==> src/tfp_map.svh <==
`ifndef TFP_MAP_SVH
`define TFP_MAP_SVH

// length of the forced full-drive interval, in time-base periods
`define TFP_STARTUP_PERIODS 7'h40
// last count value of the startup interval
`define TFP_STARTUP_LAST 7'h3f
// width of the startup counter
`define TFP_STARTUP_CNT_W 7
// stages in the flag synchroniser
`define TFP_SYNC_STAGES 2
// output register values after reset: fan low, fault released
`define TFP_RST_FAN_DRIVE 1'h0
`define TFP_RST_FAULT_N 1'h1

`endif

==> src/tfp_pkg.sv <==
package tfp_pkg;

  // comparator flags from the analog front end, all active high
  typedef struct packed {
    logic sleep_input_grounded; // sleep threshold pin tied to ground
    logic t1_above_sleep;       // primary above sleep threshold
    logic t2_above_sleep;       // secondary above sleep threshold
    logic t1_above_wake;        // primary above sleep threshold plus hysteresis
    logic t2_above_wake;        // secondary above sleep threshold plus hysteresis
    logic t1_above_full;        // primary above full-duty threshold
    logic t1_above_fault;       // primary above fault threshold
    logic pwm_t1_high;          // triangle below primary input
    logic pwm_t2_high;          // triangle below secondary input
  } tfp_flags_t;

  // fan drive and fault pins, each as value plus output enable
  typedef struct packed {
    logic fan_drive;
    logic fan_drive_oe;
    logic overtemp_fault_n;
    logic overtemp_fault_n_oe;
  } tfp_pins_t;

  // sequencer states, one-hot
  typedef enum logic [3:0] {
    TFP_ST_IDLE  = 4'h1,
    TFP_ST_START = 4'h2,
    TFP_ST_RUN   = 4'h4,
    TFP_ST_SLEEP = 4'h8
  } tfp_state_t;

endpackage

==> src/tfp_rst_sync.sv <==
`timescale 1ns/1ps
`default_nettype none

// shutdown/reset generator: asserts at once when the primary input drops
// below the shutdown level, releases only after it is seen above the
// startup level, so the band between the two levels cannot chatter
module tfp_rst_sync (
  input wire logic clk,                // time base
  input wire logic rst_n,              // power-on reset
  input wire logic t1_above_shutdown,  // primary above shutdown threshold
  input wire logic t1_above_startup,   // primary above startup threshold
  output logic sys_rst_n               // internal reset, active low
);

  wire arst_n;
  logic meta_reg;
  logic sync_reg;
  logic rel_reg;

  // shutdown needs no clock, it is folded into the asynchronous reset
  assign arst_n = rst_n & t1_above_shutdown;

  // startup level crosses two flops, then the release latches
  always_ff @(posedge clk or negedge arst_n) begin
    if (!arst_n) begin
      meta_reg <= 1'h0;
      sync_reg <= 1'h0;
      rel_reg <= 1'h0;
    end else begin
      meta_reg <= t1_above_startup;
      sync_reg <= meta_reg;
      rel_reg <= rel_reg | sync_reg;
    end
  end

  assign sys_rst_n = rel_reg;

endmodule

`default_nettype wire

==> src/tfp_seq.sv <==
`timescale 1ns/1ps
`default_nettype none
`include "tfp_map.svh"

module tfp_seq (
  input wire logic clk,                     // internal time base, one PWM period each
  input wire logic rst_n,                   // power-on reset
  input wire logic t1_above_shutdown,       // primary above shutdown level, async
  input wire logic t1_above_startup,        // primary above startup level
  input wire tfp_pkg::tfp_flags_t cmp_flags, // comparator flags, unsynchronised
  output tfp_pkg::tfp_pins_t pins           // fan drive and fault pin controls
);

  // internal reset combines power-on and shutdown
  wire sys_rst_n;

  tfp_rst_sync u_rst (
    .clk(clk),
    .rst_n(rst_n),
    .t1_above_shutdown(t1_above_shutdown),
    .t1_above_startup(t1_above_startup),
    .sys_rst_n(sys_rst_n)
  );

  // two-flop synchroniser for the comparator flags; the first stage is
  // read only by the second, so a metastable value never reaches logic
  tfp_pkg::tfp_flags_t flags_meta_reg;
  tfp_pkg::tfp_flags_t flags_reg;

  always_ff @(posedge clk or negedge sys_rst_n) begin
    if (!sys_rst_n) begin
      flags_meta_reg <= '0;
      flags_reg <= '0;
    end else begin
      flags_meta_reg <= cmp_flags;
      flags_reg <= flags_meta_reg;
    end
  end

  // decoded conditions
  wire above_wake;
  wire both_below_sleep;
  wire sleep_req;
  wire pwm_high;
  wire force_full;
  wire fault_now;

  // wake when either input clears sleep threshold plus hysteresis
  assign above_wake = flags_reg.t1_above_wake | flags_reg.t2_above_wake;
  // both inputs must be low; one alone keeps the fan running
  assign both_below_sleep = ~flags_reg.t1_above_sleep & ~flags_reg.t2_above_sleep;
  // a grounded sleep pin disables sleep outright
  assign sleep_req = both_below_sleep & ~flags_reg.sleep_input_grounded;
  // the higher input wins: its compare is high whenever either one is
  assign pwm_high = flags_reg.pwm_t1_high | flags_reg.pwm_t2_high;
  // fault sits above full duty, so the fault term only covers
  // comparator offsets and never changes the duty on its own
  assign force_full = flags_reg.t1_above_full | flags_reg.t1_above_fault;
  assign fault_now = flags_reg.t1_above_fault;

  // state and startup counter
  tfp_pkg::tfp_state_t state_reg;
  tfp_pkg::tfp_state_t state_next;
  logic [`TFP_STARTUP_CNT_W-1:0] cnt_reg;
  logic [`TFP_STARTUP_CNT_W-1:0] cnt_next;
  wire start_done;

  assign start_done = (cnt_reg == `TFP_STARTUP_LAST);

  // next-state logic; each state is one period of the time base
  always_comb begin
    state_next = state_reg;
    case (state_reg)
      tfp_pkg::TFP_ST_IDLE: begin
        // after reset the fan stays off until an input is warm enough
        if (above_wake) begin
          state_next = tfp_pkg::TFP_ST_START;
        end
      end
      tfp_pkg::TFP_ST_START: begin
        if (start_done) begin
          state_next = tfp_pkg::TFP_ST_RUN;
        end
      end
      tfp_pkg::TFP_ST_RUN: begin
        if (sleep_req) begin
          state_next = tfp_pkg::TFP_ST_SLEEP;
        end
      end
      tfp_pkg::TFP_ST_SLEEP: begin
        if (above_wake) begin
          state_next = tfp_pkg::TFP_ST_START;
        end
      end
      default: begin
        state_next = tfp_pkg::TFP_ST_IDLE;
      end
    endcase
  end

  // counter runs only in the startup state and restarts on every entry
  // it shows the full count for one period after startup, then clears
  assign cnt_next = (state_reg == tfp_pkg::TFP_ST_START) ?
                    cnt_reg + `TFP_STARTUP_CNT_W'(1) : '0;

  always_ff @(posedge clk or negedge sys_rst_n) begin
    if (!sys_rst_n) begin
      state_reg <= tfp_pkg::TFP_ST_IDLE;
      cnt_reg <= '0;
    end else begin
      state_reg <= state_next;
      cnt_reg <= cnt_next;
    end
  end

  // pin controls, decoded from the current state
  tfp_pkg::tfp_pins_t pins_next;
  wire in_idle;
  wire in_start;
  wire in_run;
  wire in_sleep;

  assign in_idle = (state_reg == tfp_pkg::TFP_ST_IDLE);
  assign in_start = (state_reg == tfp_pkg::TFP_ST_START);
  assign in_run = (state_reg == tfp_pkg::TFP_ST_RUN);
  assign in_sleep = (state_reg == tfp_pkg::TFP_ST_SLEEP);

  // idle drives the fan low; sleep lets it float to save current
  assign pins_next.fan_drive = in_start | (in_run & (force_full | pwm_high));
  assign pins_next.fan_drive_oe = ~in_sleep;
  // fault is open drain: enable while pulling low, value low only while enabled
  assign pins_next.overtemp_fault_n_oe = (in_start | in_run) & fault_now;
  assign pins_next.overtemp_fault_n = ~((in_start | in_run) & fault_now);

  // outputs are registered; shutdown clears them at once, so both pins
  // float without waiting for a time-base edge that may be 30 ms away
  always_ff @(posedge clk or negedge sys_rst_n) begin
    if (!sys_rst_n) begin
      pins.fan_drive <= `TFP_RST_FAN_DRIVE;
      pins.fan_drive_oe <= 1'h0;
      pins.overtemp_fault_n <= `TFP_RST_FAULT_N;
      pins.overtemp_fault_n_oe <= 1'h0;
    end else begin
      pins <= pins_next;
    end
  end
endmodule

`default_nettype wire

==> config.mk <==
export PLATFORM = sky130hd
export DESIGN_NAME = tfp_seq
export DESIGN_NICKNAME = d
export VERILOG_FILES = /design/src/tfp_pkg.sv /design/src/tfp_rst_sync.sv /design/src/tfp_seq.sv
export VERILOG_INCLUDE_DIRS = /design/src
export SDC_FILE = /design/constraint.sdc
export NUM_CORES = 1
export LEC_CHECK = 0
export BUFFER_PORTS_ARGS = -buffer_cell sky130_fd_sc_hd__clkbuf_2
export CAP_MARGIN = 15
export CORE_MARGIN = 3
export CORE_UTILIZATION = 58
export DETAILED_ROUTE_END_ITERATION = 8
export PLACE_DENSITY = 0.81
export SYNTH_ARGS = -nofsm -noshare
export SYNTH_HDL_FRONTEND = slang
export SYNTH_SLANG_ARGS = --single-unit
export TNS_END_PERCENT = 1
==> constraint.sdc <==
create_clock -name clk -period 2.85 [get_ports clk]
set_input_delay 0.57 -clock clk [delete_from_list [all_inputs] [get_ports clk]]
set_output_delay 0.57 -clock clk [all_outputs]
set_load 0.01 [all_outputs]
# Word level (Yosys, flattened, before mapping)
# Index checks and enable logic that the tools add are counted.
[totals]
reg_bits = 36
latchBits = 0
ramBits = 0
romBits = 0
in_bits = 13
output_inout_bits = 4
word_cells = 60
memories = 0
[classes]
addsub = 1
mul = 0
n_div = 0
n_lt_le_gt_ge = 0
eq_ne = 8
shifts = 0
muxes = 5
n_bitwise = 17
n_reduce_logical = 2
[op_table]
columns = ["operator", "count"]
rows = [
  ["4-bit two-way mux", 3],
  ["4-bit one-hot mux with 3 select lines", 1],
  ["7-bit by 1-bit adder with 7-bit output, second input constant", 1],
  ["7-bit by 6-bit == test with 1-bit output, second input constant", 1],
  ["7-bit two-way mux", 1],
  ["1-bit OR", 7],
  ["1-bit bitwise AND", 5],
  ["1-bit NOT", 5],
  ["4-bit by 1-bit == test with 1-bit output, second input constant", 1],
  ["4-bit by 2-bit == test with 1-bit output, second input constant", 1],
  ["4-bit by 3-bit == test with 1-bit output, second input constant", 1],
  ["4-bit == test, second input constant", 1],
  ["2-bit inequality test, second input constant", 2],
  ["3-bit AND reduction", 1],
  ["2-bit by 1-bit inequality test with 1-bit output, second input constant", 1],
  ["2-bit OR reduction", 1],
]

# Longest topological paths before layout
[depth]
ltp_word = 5
mapped_depth = 4
mapped_depth_nobuf = 4

# Cells and area by module
# Synthesis repeated with hierarchy kept, for this count alone.
[hier_totals]
cells_unflattened = 83
hier_area_um2 = 1204.9
[by_module_without_submodules]
columns = ["mod", "n_inst", "cells_each", "area_each_um2", "seq_area_each_um2"]
rows = [
  ["tfp_seq", 1, 78, 1117.3, 828.3],
  ["tfp_rst_sync", 1, 5, 87.6, 75.1],
]

# Worst setup path after synthesis
# No wires, ideal clock.
[synth_path]
path_type = "register to register"
start = "register state_reg[3]"
end = "register state_reg[0]"
arrival_ns = 1.295
path_slack_ns = 1.478
path_stages_with_launch = 4
n_path_buf = 0
synth_period_minus_slack_ns = 1.372
cell_sequence = "dfrtp_1 > or4b_1 > and3_1 > o21a_1"
[synth_via]
elab_chain_cells = 4
word_cells_on_any_way = 10
cone_classes = "eq/ne (7); mux (1); reduce/logical (2)"
[synth_lines]
columns = ["item", "line_no", "source"]
rows = [
  ["start, declared", "tfp_seq.sv:62", "tfp_pkg::tfp_state_t state_reg;"],
  ["start signal, assigned", "tfp_seq.sv:108", "state_reg <= tfp_pkg::TFP_ST_IDLE;"],
  ["start signal, assigned", "tfp_seq.sv:111", "state_reg <= state_next;"],
  ["4-bit by 1-bit == test with 1-bit output / 4-bit == test (equally long branches)", "tfp_seq.sv:73", "case (state_reg)"],
  ["2-bit OR reduction (no source line)", "n/a", ""],
  ["2-bit by 1-bit inequality test with 1-bit output (no source line)", "n/a", ""],
  ["3-bit AND reduction (no source line)", "n/a", ""],
]
# Several ways; a longest one is shown, not always the timed one.
# A chain may end at the register's enable or synchronous reset.

# Worst setup path after layout
[layout_path]
start = "register state_reg[0]"
end = "register state_reg[0]"
# The elaborated chain is that of the path after synthesis.

==> results list <==
- Result of the run: complete, no violations
- Summed over all failing endpoints, the final setup total negative slack is 0 ns.
* Cell at the root of the clock tree: sky130_fd_sc_hd__clkbuf_4
* Finished Layout Cells: 132
- Ys Warns: 0
* Synth Flop Type: sky130_fd_sc_hd__dfrtp_1
- Detailed Place HPWL: 1270 um
* Largest register FFs: 9
- Post-CTS timing repair inserted 0 buffers for setup.
- Total leakage power: ~0.6 nW
- Drt first-iter violations: 9
* Max-cap violation count: 0
* Clock skew: 0.0108 ns
- Start-to-end type of the worst setup path: reg -> reg
- STA classifies the critical path endpoint as a flop.
* Pin count of the biggest net entering global routing: 25
* Fmax: between 0.6 and 0.7 GHz
- Across the VDD grid, the largest voltage drop is 428 uV.
- Of all nets on the critical path, the largest fanout is 5.
* Number of levels the H-tree was split into: 2
* Summed instance area of the synthesized netlist: ~1200 um2
* Clock insertion delay at the later pin of the skew report: ~0.33 ns
- Number of filler cells placed in the layout: 128
- Setup repair after global routing left no endpoint under its margin.
- Post-synthesis area per instance: 14.5 um2
- In this run the count of I/O pins placed on the die edge is 17.
* Vias: 695
- STA classifies the critical path startpoint as a flop.
- Global-route wire length before repair: roughly 2900 um
- Clock Sinks: 36
- The count of nets left with antenna violations once routing finished came out at 0.
- Placed Instances: 124
- Fin crit share: around 56%
- The number of nets in the synthesized netlist is just under 100.
* Net count reported at finish: 120
- Summed over its instances, the top area cell type makes up a little over two thirds of the synthesized netlist area.
- The path class of the tightest hold or removal check is in -> async.
- In this run the tightest slew margin relative to its limit is between 40% and 50%.
- In the final routed layout, each cell accounts on average for approximately 13 um.
- Final setup violation count: 0
- Yosys reg bits: 36
- After clock tree synthesis, the flow added hold-fix buffers numbering 0.
- The smallest clock period supported by the final layout is computed as between 1.5 and 2 ns.
- Total power divided by cell area: 777 nW/um2
- The synthesized design contains 0 enable-type register cells.
- Clock-pin transition on the worst setup and hold timing paths: approximately 0.11 ns
- The number of antenna violations at the first check in global routing is 0.
- Ranking of synthesized cells by area: sky130_fd_sc_hd__dfrtp_1 (71%), sky130_fd_sc_hd__dfstp_2 (4.4%), sky130_fd_sc_hd__nor2_1 (2.2%)
- Slew of the pin with the lowest slew margin: 0.773 ns
- At the worst endpoint, the arrival time is 1.88 ns.
- Post-synthesis cell type count: 29
* Final GP Congestion: ~0.8
- Residual DRC count: 0
* Clock tree from TritonCTS: built
- Cells with a size suffix above 1 make up 29.9% of the layout.
- Die outline area: approximately 2700 um2
* Placement Rows: 15
* Core area: 1840 um2
- Cells after synthesis: 83
* Post-synthesis cell type with the largest combined area: sky130_fd_sc_hd__dfrtp_1
* Cells resized by post-CTS repair: 0
- Max-slew violation total from the final report: 0
- Height of the die: 51.6 um
* Number of antenna diodes: 0
- In this run the tool buffered the top-level ports with 16 buffer cells.
- Register-to-Register Setup Slack: around 1.3 ns
- Die outline width: roughly 52 um
- Sequential-to-total area share from yosys stat: ~75%
* Initial Utilization: 65.5%
- In the final layout, flip-flops and latches occupy 903 um2.
- The number of global-route vias before repair was approximately 720.
- For the worst flop-to-flop path, the logic depth is 3.
- Sum of routed wire length over all layers: 1740 um
* Combined area of the multi-input logic cells: 293 um2
- The first detailed-routing pass took 4 iterations.
- Total Routing Usage GR: between 10% and 20%
- Endpoint required time on the critical path: 3.14 ns
* Reg2Reg Capture Point: state_reg[0]
- Crit Reg-Reg Startpoint: state_reg[0]
- Counting the buffers created by CTS gives 5.
- Using the TritonRoute via totals, the vias-per-cell ratio works out to between 5 and 6.
- The area growth from synthesis to layout is 16.1%.
- Number of endpoints with negative hold slack in the final report: 0
* Clock Tree Buf Depth: 2
* Share of synthesized flip-flops with an asynchronous set or reset: 100%
- Total global routing overflow: 0
==> kinds of logic (layout without fill, tap and decap cells) <==
group	count (synthesis)	count (layout)	share of synthesized area [%]
AO/OA/AOI/OAI	10	10	5.50
flip-flops	36	36	75.0
buffers and inverters	2	26	0.726
XOR/XNOR	4	4	2.91
AND/OR/NAND/NOR	30	30	14.8
adder cells (fa/ha/maj)	1	1	1.04
==> how the worst max path moves through the flow <==
stage / startpoint / to / slack, ns
global placement: state_reg[2] / state_reg[1] / 1.35
floorplan: state_reg[3] / state_reg[0] / 1.48
detailed placement: state_reg[0] / state_reg[0] / 1.31
global route: state_reg[0] / state_reg[0] / 1.20
finish: state_reg[0] / state_reg[0] / 1.25
CTS: state_reg[0] / state_reg[0] / 1.28
==> final cells by class <==
| class | count | area share [%] |
|---|---|---|
| clock buffer | 5 | 2.68 |
| sequential | 36 | 64.6 |
| tap | 25 | 2.24 |
| clock inverter | 3 | 3.04 |
| inverter | 1 | 0.268 |
| timing repair buffer | 17 | 6.26 |
| multi-input combinational | 45 | 20.9 |
==> worst max-delay path, stage by stage (launching register included) <==
cell and delay, ns:
sky130_fd_sc_hd__dfstp_2 0.59, sky130_fd_sc_hd__xnor2_1 0.08, sky130_fd_sc_hd__nor4b_1 0.65, sky130_fd_sc_hd__o21a_1 0.22
==> cells in the mapped netlist, types with 3 or more instances <==
library cell and number:
sky130_fd_sc_hd__nand2_1 4, sky130_fd_sc_hd__nor2_1 7, sky130_fd_sc_hd__nand3_1 3, sky130_fd_sc_hd__o21ai_0 3, sky130_fd_sc_hd__dfrtp_1 34
==> cell usage in the layout, fill, tap and decap left out, types with 3 or more instances in the layout <==
cell type                  synthesis  layout
sky130_fd_sc_hd__nand2_1           4       4
sky130_fd_sc_hd__o21ai_0           3       3
sky130_fd_sc_hd__nor2_1            7       7
sky130_fd_sc_hd__clkbuf_4          0       5
sky130_fd_sc_hd__dfrtp_1          34      34
sky130_fd_sc_hd__clkbuf_2          0      16
sky130_fd_sc_hd__nand3_1           3       3
==> through the flow <==
step | utilization [%] | instance area, um2 | total power, mW | hold WS, ns | worst slack [ns]
CTS | 76.1 | 1400 | 1.10 | 0.115 | 1.28
global route | 76.1 | 1400 | 1.14 | 0.130 | 1.20
finish | 76.1 | 1400 | 1.09 | 0.125 | 1.25
global placement | 71.7 | 1320 | 0.745 | 0.166 | 1.35
detailed placement | 71.7 | 1320 | 0.754 | 0.175 | 1.31
floorplan | - | 1200 | 0.713 | 0.331 | 1.48
==> where the power goes <==
part / internal, mW / leakage (nW) / switching [mW] / total (mW)
clock network: 0.183 / 0.0412 / 0.160 / 0.343
registers: 0.570 / 0.415 / 0.0336 / 0.603
logic: 0.0733 / 0.161 / 0.0683 / 0.142
total: 0.826 / 0.617 / 0.262 / 1.09
==> layer usage <==
| layer | up-vias | share of wire, % | GRT usage (%) |
|---|---|---|---|
| met5 | - | 0 | 0 |
| met4 | 0 | 1.9 | 13.1 |
| met3 | 4 | 6.3 | 5.16 |
| met2 | 20 | 50 | 28.4 |
| met1 | 341 | 41 | 15.7 |
| li1 | 330 | - | - |
Note: power is estimated with default switching activity, not from simulation.
